$ cat config.mk
export PLATFORM = sky130hd
export DESIGN_NAME = wide_residue
export DESIGN_NICKNAME = d
export VERILOG_FILES = /design/src/logic/residue_pkg.sv /design/src/logic/move_counter.sv /design/src/logic/wide_residue.sv
export SDC_FILE = /design/constraint.sdc
export NUM_CORES = 1
export LEC_CHECK = 0
export BUFFER_PORTS_ARGS = -buffer_cell sky130_fd_sc_hd__buf_4
export CAP_MARGIN = 20
export CORE_MARGIN = 3
export CORE_UTILIZATION = 48
export DETAILED_ROUTE_END_ITERATION = 8
export GPL_ROUTABILITY_DRIVEN = 1
export PLACE_DENSITY = 0.86
export SLEW_MARGIN = 15
export SYNTH_ARGS = -nofsm -noshare
export SYNTH_HDL_FRONTEND = slang
export SYNTH_SLANG_ARGS = --single-unit
$ cat constraint.sdc
create_clock -name sys_clk_i -period 2.2 [get_ports sys_clk_i]
set_input_delay 0.55 -clock sys_clk_i [delete_from_list [all_inputs] [get_ports sys_clk_i]]
set_output_delay 0.55 -clock sys_clk_i [all_outputs]
set_load 0.02 [all_outputs]
$ cat src/logic/residue_pkg.sv
package residue_pkg;

  // Data path widths
  localparam int unsigned BYTE_W  = 8;
  localparam int unsigned WORD_W  = 16;
  localparam int unsigned CNT_W   = 24;

  // Byte lanes of a wide bus word
  localparam int unsigned LO_LSB  = 0;
  localparam int unsigned HI_LSB  = 8;

  // Reset values and the pad byte
  localparam logic [BYTE_W-1:0] BYTE_RST = 8'h00;
  localparam logic [WORD_W-1:0] WORD_RST = 16'h0000;
  localparam logic [BYTE_W-1:0] PAD_BYTE = 8'h00;

  // Byte counts that steer the sequencer
  localparam logic [CNT_W-1:0]  CNT_ZERO = 24'h000000;
  localparam logic [CNT_W-1:0]  CNT_ONE  = 24'h000001;

  // Sequencer states
  typedef enum logic [2:0] {
    ST_IDLE,
    ST_FETCH,
    ST_TX,
    ST_RX,
    ST_WR
  } seq_e;

endpackage : residue_pkg

$ cat src/logic/move_counter.sv
`timescale 1ns/1ps

// Memory-side byte counter of one move
module move_counter #(
  parameter int unsigned CW = residue_pkg::CNT_W
) (
  input  wire logic          sys_clk_i,  // Core clock
  input  wire logic          resetn_i,   // Async reset, low
  input  wire logic          load_i,     // Load new count
  input  wire logic [CW-1:0] value_i,    // Count to load
  input  wire logic          dec_i,      // One byte moved
  output logic      [CW-1:0] left_o      // Bytes still to move
);

  typedef struct packed {
    logic [CW-1:0] left;
  } cnt_s;

  cnt_s q_r;
  cnt_s q_nxt;

  // Load wins over decrement
  always_comb begin
    q_nxt = q_r;
    if (load_i) begin
      q_nxt.left = value_i;
    end else if (dec_i && (q_r.left != '0)) begin
      q_nxt.left = q_r.left - CW'(1);
    end
  end

  // State register
  always_ff @(posedge sys_clk_i or negedge resetn_i) begin
    if (!resetn_i) begin
      q_r <= '0;
    end else begin
      q_r <= q_nxt;
    end
  end

  assign left_o = q_r.left;

endmodule : move_counter

$ cat src/logic/wide_residue.sv
// Contract
// - Send is initiator Data Out or target Data In; receive is the opposite.
// - Send residue flag is set only by a chained send ending odd.
// - That trailing low byte stays in the send output latch, not sent.
// - A normal send sends its odd last low byte on the bus.
// - With send flag set, first memory byte is high, paired with held low.
// - Send flag clears when paired word leaves, or by explicit clear.
// - Send byte count counts memory bytes, including a held-back byte.
// - Any receive move ending odd sets the receive residue flag.
// - The unwritten high byte of that transfer stays in the hold register.
// - Receive flag clears at next receive start, or by explicit clear.
// - Chained receive with flag set writes held byte first, counted.
// - Chained receive with flag clear runs like a normal move.
// - Normal receive ignores the hold register whatever the flag.
`timescale 1ns/1ps

module wide_residue #(
  parameter int unsigned CW = residue_pkg::CNT_W
) (
  input  wire logic          sys_clk_i,          // Core clock
  input  wire logic          resetn_i,           // Async reset, low
  input  wire logic          move_start_i,       // Start a move, pulse
  input  wire logic          chained_block_move_i, // Move is chained
  input  wire logic          initiator_i,        // Initiator role
  input  wire logic          phase_data_in_i,    // Bus phase is Data In
  input  wire logic [CW-1:0] byte_count_i,       // Memory bytes to move
  input  wire logic          clr_send_flag_i,    // Clear send flag, pulse
  input  wire logic          clr_recv_flag_i,    // Clear receive flag, pulse
  input  wire logic          mem_rd_valid_i,     // Memory byte offered
  input  wire logic [7:0]    mem_rd_data_i,      // Memory byte
  output logic               mem_rd_ready_o,     // Memory byte taken
  output logic               scsi_tx_valid_o,    // Wide word to bus
  output logic [15:0]        scsi_tx_data_o,     // Word, low byte first
  input  wire logic          scsi_tx_ready_i,    // Bus took word
  input  wire logic          scsi_rx_valid_i,    // Wide word from bus
  input  wire logic [15:0]   scsi_rx_data_i,     // Received word
  output logic               scsi_rx_ready_o,    // Word taken
  output logic               mem_wr_valid_o,     // Byte to memory
  output logic [7:0]         mem_wr_data_o,      // Byte to memory
  input  wire logic          mem_wr_ready_i,     // Memory took byte
  output logic               busy_o,             // Move in progress
  output logic               move_done_o,        // Move ended, pulse
  output logic               send_residue_flag_o, // Send residue pending
  output logic               receive_residue_flag_o, // Receive residue
  output logic [15:0]        send_output_latch_o, // Send output latch
  output logic [7:0]         receive_residue_hold_o // Receive hold byte
);

  typedef struct packed {
    residue_pkg::seq_e st;
    logic              busy;
    logic              done;
    logic              chained;
    logic              send_flag;
    logic              recv_flag;
    logic              low_vld;
    logic              married;
    logic              rx_hi;
    logic [15:0]       latch;
    logic [7:0]        hold;
    logic              rd_rdy;
    logic              tx_vld;
    logic              rx_rdy;
    logic              wr_vld;
    logic [7:0]        wr_data;
  } res_s;

  res_s            q_r;
  res_s            q_nxt;
  logic            dir_send;
  logic            cnt_load;
  logic            cnt_dec;
  logic [CW-1:0]   left;

  // Direction from role and phase
  assign dir_send = initiator_i ^ phase_data_in_i;

  move_counter #(
    .CW (CW)
  ) u_cnt (
    .sys_clk_i (sys_clk_i),
    .resetn_i  (resetn_i),
    .load_i    (cnt_load),
    .value_i   (byte_count_i),
    .dec_i     (cnt_dec),
    .left_o    (left)
  );

  // Sequencer; hardware sets come after clears
  always_comb begin
    q_nxt    = q_r;
    cnt_load = 1'b0;
    cnt_dec  = 1'b0;
    q_nxt.done = 1'b0;
    if (clr_send_flag_i) begin
      q_nxt.send_flag = 1'b0;
    end
    if (clr_recv_flag_i) begin
      q_nxt.recv_flag = 1'b0;
    end
    unique case (q_r.st)
      residue_pkg::ST_IDLE: begin
        if (move_start_i) begin
          cnt_load      = 1'b1;
          q_nxt.chained = chained_block_move_i;
          q_nxt.busy    = 1'b1;
          q_nxt.rx_hi   = 1'b0;
          q_nxt.married = 1'b0;
          if (!dir_send) begin
            q_nxt.recv_flag = 1'b0;
          end
          if (byte_count_i == residue_pkg::CNT_ZERO) begin
            q_nxt.busy = 1'b0;
            q_nxt.done = 1'b1;
          end else if (dir_send) begin
            q_nxt.low_vld = q_r.send_flag;
            q_nxt.rd_rdy  = 1'b1;
            q_nxt.st      = residue_pkg::ST_FETCH;
          end else if (chained_block_move_i && q_r.recv_flag) begin
            q_nxt.wr_data = q_r.hold;
            q_nxt.wr_vld  = 1'b1;
            q_nxt.st      = residue_pkg::ST_WR;
          end else begin
            q_nxt.rx_rdy = 1'b1;
            q_nxt.st     = residue_pkg::ST_RX;
          end
        end
      end
      residue_pkg::ST_FETCH: begin
        if (mem_rd_valid_i) begin
          cnt_dec = 1'b1;
          if (q_r.low_vld) begin
            q_nxt.latch[residue_pkg::HI_LSB +: residue_pkg::BYTE_W] =
              mem_rd_data_i;
            q_nxt.married = q_r.send_flag;
            q_nxt.low_vld = 1'b0;
            q_nxt.tx_vld  = 1'b1;
            q_nxt.rd_rdy  = 1'b0;
            q_nxt.st      = residue_pkg::ST_TX;
          end else begin
            q_nxt.latch[residue_pkg::LO_LSB +: residue_pkg::BYTE_W] =
              mem_rd_data_i;
            q_nxt.low_vld = 1'b1;
            if (left == residue_pkg::CNT_ONE) begin
              q_nxt.rd_rdy = 1'b0;
              if (q_r.chained) begin
                q_nxt.send_flag = 1'b1;
                q_nxt.busy      = 1'b0;
                q_nxt.done      = 1'b1;
                q_nxt.st        = residue_pkg::ST_IDLE;
              end else begin
                q_nxt.latch[residue_pkg::HI_LSB +: residue_pkg::BYTE_W] =
                  residue_pkg::PAD_BYTE;
                q_nxt.low_vld = 1'b0;
                q_nxt.tx_vld  = 1'b1;
                q_nxt.st      = residue_pkg::ST_TX;
              end
            end
          end
        end
      end
      residue_pkg::ST_TX: begin
        if (scsi_tx_ready_i) begin
          q_nxt.tx_vld = 1'b0;
          if (q_r.married) begin
            q_nxt.send_flag = 1'b0;
            q_nxt.married   = 1'b0;
          end
          if (left == residue_pkg::CNT_ZERO) begin
            q_nxt.busy = 1'b0;
            q_nxt.done = 1'b1;
            q_nxt.st   = residue_pkg::ST_IDLE;
          end else begin
            q_nxt.rd_rdy = 1'b1;
            q_nxt.st     = residue_pkg::ST_FETCH;
          end
        end
      end
      residue_pkg::ST_RX: begin
        if (scsi_rx_valid_i) begin
          q_nxt.hold = scsi_rx_data_i[residue_pkg::HI_LSB +:
                                      residue_pkg::BYTE_W];
          q_nxt.wr_data = scsi_rx_data_i[residue_pkg::LO_LSB +:
                                         residue_pkg::BYTE_W];
          q_nxt.rx_hi  = 1'b1;
          q_nxt.rx_rdy = 1'b0;
          q_nxt.wr_vld = 1'b1;
          q_nxt.st     = residue_pkg::ST_WR;
        end
      end
      residue_pkg::ST_WR: begin
        if (mem_wr_ready_i) begin
          cnt_dec      = 1'b1;
          q_nxt.wr_vld = 1'b0;
          if (left == residue_pkg::CNT_ONE) begin
            if (q_r.rx_hi) begin
              q_nxt.recv_flag = 1'b1;
              q_nxt.rx_hi     = 1'b0;
            end
            q_nxt.busy = 1'b0;
            q_nxt.done = 1'b1;
            q_nxt.st   = residue_pkg::ST_IDLE;
          end else if (q_r.rx_hi) begin
            q_nxt.wr_data = q_r.hold;
            q_nxt.wr_vld  = 1'b1;
            q_nxt.rx_hi   = 1'b0;
          end else begin
            q_nxt.rx_rdy = 1'b1;
            q_nxt.st     = residue_pkg::ST_RX;
          end
        end
      end
    endcase
  end

  // State register, flags and holds empty at reset
  always_ff @(posedge sys_clk_i or negedge resetn_i) begin
    if (!resetn_i) begin
      q_r           <= '0;
      q_r.st        <= residue_pkg::ST_IDLE;
      q_r.latch     <= residue_pkg::WORD_RST;
      q_r.hold      <= residue_pkg::BYTE_RST;
      q_r.wr_data   <= residue_pkg::BYTE_RST;
    end else begin
      q_r <= q_nxt;
    end
  end

  // Outputs straight from the state register
  assign mem_rd_ready_o         = q_r.rd_rdy;
  assign scsi_tx_valid_o        = q_r.tx_vld;
  assign scsi_tx_data_o         = q_r.latch;
  assign scsi_rx_ready_o        = q_r.rx_rdy;
  assign mem_wr_valid_o         = q_r.wr_vld;
  assign mem_wr_data_o          = q_r.wr_data;
  assign busy_o                 = q_r.busy;
  assign move_done_o            = q_r.done;
  assign send_residue_flag_o    = q_r.send_flag;
  assign receive_residue_flag_o = q_r.recv_flag;
  assign send_output_latch_o    = q_r.latch;
  assign receive_residue_hold_o = q_r.hold;

  // Shorthand terms for the checks
  logic start_ok;
  logic fetch_tk;
  logic wr_tk;
  assign start_ok = move_start_i && (q_r.st == residue_pkg::ST_IDLE) &&
                    (byte_count_i != residue_pkg::CNT_ZERO);
  assign fetch_tk = (q_r.st == residue_pkg::ST_FETCH) && mem_rd_valid_i;
  assign wr_tk    = (q_r.st == residue_pkg::ST_WR) && mem_wr_ready_i;
endmodule : wide_residue
==> results.sh, run 1 <==
export IMPL_run_status="finished, violations left"
export IMPL_violations="negative setup slack"
export IMPL_crit_arrival_ns=2.74
export IMPL_reg2reg_slack_ns=-0.31
export IMPL_setup_slack_ns=-0.310
export IMPL_synthDistinctLibCells=62
export IMPL_switchingPower_w=0.00334
export IMPL_htreeDepth=3
export IMPL_synth_cells=429
export IMPL_pwr_share_seq_pct=29.5
export IMPL_endpoint="u_cnt.left_o[21]"
export IMPL_vdd_drop_max_mv=0.667
export IMPL_setup_violations_final=33
export IMPL_nets=625
export IMPL_crit_reg2reg_launch="u_cnt.left_o[11]"
export IMPL_diodes=0
export IMPL_dpl_cell_area_um2=5290
export IMPL_routedWlPerCell_um=18.2
export IMPL_ys_seq_area_share_pct=42.4
export IMPL_hold_viol_final=0
export IMPL_p_int_w=0.00498
export IMPL_die_w_um=99.5
export IMPL_grt_pass1_wl_mm=19.0
export IMPL_clkSlewWorstSetupHoldPaths_ns=0.08
export IMPL_finClkSkew_ns=0.0113
export IMPL_synth_seq_cells=71
export IMPL_switching_share_pct=40.1
export IMPL_die_area_um2=9900
export IMPL_start_util_pct=50.3
export IMPL_worst_ep_required_time_ns=2.43
export IMPL_ant_nets=0
export IMPL_core_area_um2=8340
export IMPL_portBuffers=115
export IMPL_antenna_found_initial=0
export IMPL_wl_mm=12.2
export IMPL_clockPowerShare_pct=16.6
export IMPL_cts_tree="yes"
export IMPL_power_density_nw_per_um2=1430
export IMPL_cts_path_max_buffers=2
export IMPL_first_pass_iters=5
export IMPL_die_h_um=99.5
export IMPL_syn_area_um2=4200
export IMPL_cts_buffers=9
export IMPL_path_class="flop to flop"
export IMPL_path_depth=8
export IMPL_grt_pass1_vias=3997
export IMPL_syn_num_nets=492
export IMPL_leakage_nw=2.62
export IMPL_drc_errors=0
export IMPL_cts_root_buf="clkbuf_8"
export IMPL_crit_chain="or4_4 -> or4_4 -> buf_6 -> o21ai_4 -> buf_12 -> nor4_2 -> xnor2_1 -> a21oi_1"
export IMPL_finalCritPeriodShare_pct=114
export IMPL_hpwlAfterDp_mm=8.56
export IMPL_final_util_pct=69.7
export IMPL_overflow=0
export IMPL_reg2reg_to="u_cnt.left_o[21]"
export IMPL_io_pins=116
export IMPL_num_rows=33
export IMPL_synthFlopType="dfrtp_1"
export IMPL_hp_class="input port to asynchronous set/reset pin"
export IMPL_place_worst_setup_slack_ns=-0.333
export IMPL_critPathCaptureType="flop"
export IMPL_synth_edf_count=0
export IMPL_cp_num_buf_inv=2
export IMPL_gp_congestion=0.926
export IMPL_grt_start_max_net_pins=40
export IMPL_max_freq_mhz=398
export IMPL_cp_max_fo=5
export IMPL_crit_slowest_cell="or4_4"
export IMPL_via_per_inst=5.86
export IMPL_comb_power_share_pct=53.9
export IMPL_synth_async_sr_flop_share_pct=100
export IMPL_startpoint="u_cnt.left_o[11]"
export IMPL_tns_ns=-6.32
export IMPL_synth_area_per_cell_um2=9.78
export IMPL_crit_path_frequent_cell="or4_4"
export IMPL_maxCapViolCount=0
export IMPL_vias=3932
export IMPL_drive_gt1_share_pct=49.5
export IMPL_tightest_slew_ns=0.562
export IMPL_grtUsageTotal_pct=24.0
export IMPL_critPathLaunchType="flop"
export IMPL_clk_latency_ns=0.36
export IMPL_drv_slew=0
export IMPL_critPathMaxStageDelay_ns=0.58
export IMPL_rsz0062_at_grt="yes"
export IMPL_final_area_um2=5810
export IMPL_cpLargestDelayFamily="simple AND/OR/NAND/NOR gates"
export IMPL_reg2reg_depth=8
export IMPL_slew_headroom_pct=62.2
export IMPL_yosys_warnings=0
export IMPL_synthToLayoutAreaGrowth_pct=38.6
export IMPL_drtIter0Drc=287
export IMPL_layout_min_cycle_time_ns=2.51
export IMPL_clock_sinks=71
==> cells by family (layout without fill, tap and decap cells) <==
family	after synthesis	in the layout	share of synthesized area [%]
fa+ha+maj	3	3	0.895
compound gates	83	83	13.8
xor+xnor	13	13	2.71
mux	33	33	9.84
flops	71	71	42.4
buf+inv	70	207	10.9
simple gates	156	156	19.5
==> metal layers <==
metal,wire length [um],track usage [%],vias to the layer above,share of wire [%]
met3,788,4.63,45,6.5
met5,0,0,-,0
li1,-,-,1780,-
met4,453,11.2,0,3.7
met1,4650,28.7,1924,38
met2,6290,41.5,183,52
==> worst register-to-register path: cells and delay by family, from the launching register on <==
kind	cells	cell delay (ns)
and+or+nand+nor	3	1.19
DFF	1	0.38
buffers and inverters	2	0.30
AOI/OAI and AO/OA	2	0.30
xor gates and xnor gates	1	0.21
==> through the flow <==
stage	total power, W	hold WS [ns]	instances
after CTS	0.00814	0.181	670
after detailed placement	0.00659	0.456	649
after floorplan	0.00535	0.254	429
final	0.00832	0.161	671
after global routing	0.00875	0.190	671
after global placement	0.00642	0.456	649
==> layout make-up <==
cell class                      instances  area (um^2)
Clock buffer                            9          124
Fill cell                             605         2530
Inverter                                3         11.3
Clock inverter                          6          134
Multi-Input combinational cell        288         2160
Timing Repair Buffer                  189         1480
Tap cell                              105          131
Sequential cell                        71         1780
==> Yosys cell counts (2+ instances only) <==
master | instances | share of area (%)
o21ai_0 | 19 | 2.3
nor3_1 | 16 | 1.9
and3_1 | 3 | 0.45
nor2_1 | 21 | 1.9
o211ai_1 | 6 | 1.1
a22o_1 | 9 | 1.9
o22ai_1 | 4 | 0.60
inv_1 | 3 | 0.27
nor4_1 | 13 | 1.9
nand3_1 | 11 | 1.3
a21o_1 | 4 | 0.72
and4_1 | 4 | 0.83
mux2_4 | 8 | 2.9
nor2b_1 | 5 | 0.75
or3b_2 | 2 | 0.42
nand2_1 | 52 | 4.7
o311ai_0 | 2 | 0.42
xnor2_1 | 12 | 2.5
mux2_2 | 24 | 6.4
buf_4 | 50 | 8.9
or3_1 | 4 | 0.60
a31oi_1 | 6 | 0.89
a21oi_1 | 7 | 0.83
ha_1 | 3 | 0.89
or4_4 | 2 | 0.54
a211oi_1 | 4 | 0.72
nand3b_1 | 5 | 0.89
clkbuf_1 | 15 | 1.3
a41oi_1 | 2 | 0.42
or2_2 | 3 | 0.45
o31ai_1 | 4 | 0.72
dfrtp_1 | 71 | 42
nor3b_1 | 3 | 0.54
nand4_1 | 4 | 0.60
==> flip-flops by register name, indices dropped and copies added, names as in the netlist, 7 cells and up <==
register	flops
scsi_tx_data_o	16
q_r	7
u_cnt.left_o	24
mem_wr_data_o	8
receive_residue_hold_o	8
==> how the worst min path moves through the flow <==
stage | slack (ns) | to | cells past startpoint | from
CTS | 0.18 | mem_wr_data_o[0] | 1 | resetn_i
detailed placement | 0.46 | send_residue_flag_o | 1 | q_r[37]
finish | 0.16 | receive_residue_hold_o[4] | 1 | resetn_i
global route | 0.19 | receive_residue_hold_o[4] | 1 | resetn_i
floorplan | 0.25 | busy_o | 0 | resetn_i
global placement | 0.46 | send_residue_flag_o | 1 | q_r[37]
==> power groups by stage <==
stage	registers [W]	clock network (W)	logic [W]
floorplan	0.00236	0	0.00299
global placement	0.00237	0	0.00406
detailed placement	0.00242	0	0.00417
CTS	0.00241	0.00139	0.00433
global route	0.00253	0.00144	0.00478
finish	0.00246	0.00138	0.00448
==> placed cells by master, fill, tap and decap left out, drive strengths merged, types with 5 or more instances in the layout <==
master    n
a21oi     7
a22o      9
a31oi     6
buf     189
clkbuf    9
dfrtp    71
mux2     32
nand2    52
nand3    11
nand3b    5
nor2     21
nor2b     5
nor3     17
nor4     14
o211ai    6
o21ai    21
xnor2    12
==> what timing repair did <==
item	in CTS	in global routing
gates resized for setup	26	25
endpoints found under the hold margin	0	0
pin swaps	13	12
hold buffers	0	0
endpoints found under the setup margin	42	59
buffers inserted	7	2
(Power assumes the default switching activity.)
==> run 2, diff against run 1 <==
Settings changed: PLACE_DENSITY 0.86 to 0.81.
==> run 2 against run 1 <==
  * The flow still finishes with violations (negative setup slack)
  * Clock power down 25%
  * Count of clock-buffer cells in the layout up 4
  * Utilization down 0.24 points
  * Register-to-register slack better by 0.07 ns
  * Routed wire length down 3.2%
  * Non-clock buffer count down 4
  * Sequential cell count unchanged
  * Total power down 3.9%
  * Cell area down 0.34%
  * Clock skew down 0.0010 ns
  * Critical path depth up 2
  * Combinational power up 1%
  * Critical path type unchanged
  * Largest power group unchanged
  * Highest routed layer unchanged
==> results.sh, run 2 (same netlist as run 1, synthesis figures left out) <==
export IMPL_tns_ns=-4.63
export IMPL_cts_path_max_buffers=2
export IMPL_rsz0062_at_grt="yes"
export IMPL_grt_start_max_net_pins=42
export IMPL_critPathLaunchType="flop"
export IMPL_clkSlewWorstSetupHoldPaths_ns=0.08
export IMPL_tightest_slew_ns=0.487
export IMPL_n_fill_cell=620
export IMPL_switchingPower_w=0.00329
export IMPL_path_class="flop to flop"
export IMPL_violations="negative setup slack"
export IMPL_largest_reg_flops=24
export IMPL_total_power_w=0.00800
export IMPL_drc_errors=0
export IMPL_power_density_nw_per_um2=1380
export IMPL_p_int_w=0.00470
export IMPL_layout_min_cycle_time_ns=2.43
export IMPL_drv_slew=0
export IMPL_io_pins=116
export IMPL_final_cell_mix="buf_4 (175), dfrtp_1 (70), nand2_1 (50)"
export IMPL_num_rows=33
export IMPL_clock_sinks=71
export IMPL_vdd_drop_max_mv=0.564
export IMPL_grtUsageTotal_pct=24.0
export IMPL_gp_congestion=0.917
export IMPL_die_h_um=99.5
export IMPL_hpwlAfterDp_mm=8.25
export IMPL_switching_share_pct=41.2
export IMPL_grt_pass1_wl_mm=19.0
export IMPL_cts_buffers=9
export IMPL_maxCapViolCount=0
export IMPL_cts_tree="yes"
export IMPL_routedWlPerCell_um=17.6
export IMPL_finClkSkew_ns=0.0102
export IMPL_leakage_nw=2.60
export IMPL_setup_slack_ns=-0.235
export IMPL_antenna_found_initial=0
export IMPL_drtIter0Drc=271
export IMPL_comb_power_share_pct=56.6
export IMPL_dpl_cell_area_um2=5260
export IMPL_vias=3851
export IMPL_final_area_um2=5790
export IMPL_die_area_um2=9900
export IMPL_max_freq_mhz=411
export IMPL_htreeDepth=3
export IMPL_cp_max_fo=7
export IMPL_grt_pass1_vias=3913
export IMPL_diodes=0
export IMPL_die_w_um=99.5
export IMPL_clk_latency_ns=0.34
export IMPL_portBuffers=115
export IMPL_nets=621
export IMPL_slew_headroom_pct=67.4
export IMPL_drive_gt1_share_pct=49.4
export IMPL_worst_ep_required_time_ns=2.42
export IMPL_clockPowerShare_pct=13.0
export IMPL_hp_class="input port to asynchronous set/reset pin"
export IMPL_core_area_um2=8340
export IMPL_layout_commonest_cell="buf_4"
export IMPL_overflow=0
export IMPL_hold_buffers=0
export IMPL_via_per_inst=5.76
export IMPL_synthToLayoutAreaGrowth_pct=38.1
export IMPL_setup_violations_final=34
export IMPL_finalCritPeriodShare_pct=111
export IMPL_wl_mm=11.8
export IMPL_critPathCaptureType="flop"
export IMPL_ant_nets=0
export IMPL_pwr_share_seq_pct=30.4
export IMPL_start_util_pct=50.3
export IMPL_crit_arrival_ns=2.66
export IMPL_first_pass_iters=5
export IMPL_hold_viol_final=0
export IMPL_cts_root_buf="clkbuf_8"
export IMPL_run_status="finished, violations left"
## run 2: power by group through the flow
| stage | combinational [W] | sequential (W) | clock [W] |
|---|---|---|---|
| final | 0.00453 | 0.00243 | 0.00104 |
| after global routing | 0.00486 | 0.00251 | 0.00112 |
| after CTS | 0.00439 | 0.00239 | 0.00106 |
| after detailed placement | 0.00414 | 0.00241 | 0 |
| after global placement | 0.00403 | 0.00237 | 0 |
| after floorplan | 0.00299 | 0.00236 | 0 |
## run 2: cell type report
cell class                      count  area, um^2  area share (%)
Multi-Input combinational cell    288        2200            38.0
Sequential cell                    71        1780            30.7
Timing Repair Buffer              185        1480            25.5
Clock buffer                       13         149            2.57
Tap cell                          105         131            2.27
Clock inverter                      3        42.5           0.734
Inverter                            3        11.3           0.194
## run 2: path summary, 6_finish.rpt
| path | end | cells after the start | slack, ns | from |
|---|---|---|---|---|
| hold / removal | mem_wr_data_o[2] | 1 | 0.14 | resetn_i |
| max in group asynchronous | u_cnt.left_o[20] | 2 | 1.50 | resetn_i |
| setup / recovery | u_cnt.left_o[19] | 10 | -0.23 | u_cnt.left_o[1] |
| hold reg to reg | send_residue_flag_o | 1 | 0.48 | q_r[37] |
| min in group sys_clk_i | u_cnt.left_o[3] | 3 | 0.42 | byte_count_i[3] |
| setup reg to reg | u_cnt.left_o[19] | 10 | -0.23 | u_cnt.left_o[1] |
## run 2: timing repair
item | in CTS | in global routing
pin swaps | 21 | 30
endpoints found under the hold margin | 0 | 0
endpoints found under the setup margin | 41 | 57
gates resized for setup | 35 | 28
buffers inserted | 7 | 4
cloned | 1 | 0
## run 2: stage by stage
step | setup slack [ns] | utilization (%) | instances | hold WS (ns)
finish | -0.235 | 69.5 | 668 | 0.136
global route | -0.287 | 69.5 | 668 | 0.152
CTS | -0.208 | 68.1 | 666 | 0.140
detailed placement | -0.254 | 63.1 | 643 | 0.473
global placement | -0.269 | 63.1 | 643 | 0.456
floorplan | -0.158 | - | 429 | 0.254
## run 2: layer usage
metal | track usage (%) | wire [um] | up-vias | part of all wire [%]
li1 | - | - | 1771 | -
met4 | 10.5 | 382 | 0 | 3.2
met1 | 30.3 | 4750 | 1877 | 40
met2 | 39.5 | 6030 | 160 | 51
met3 | 5.33 | 624 | 43 | 5.3
met5 | 0 | 0 | - | 0
## run 2: critical path, stage by stage (launching register included)
cell,delay (ns)
dfrtp_1,0.40
inv_2,0.09
ha_4,0.13
or3b_4,0.36
or4_4,0.56
buf_6,0.15
o21ai_4,0.15
buf_12,0.16
nor4_1,0.06
xnor2_1,0.17
o21ai_1,0.08
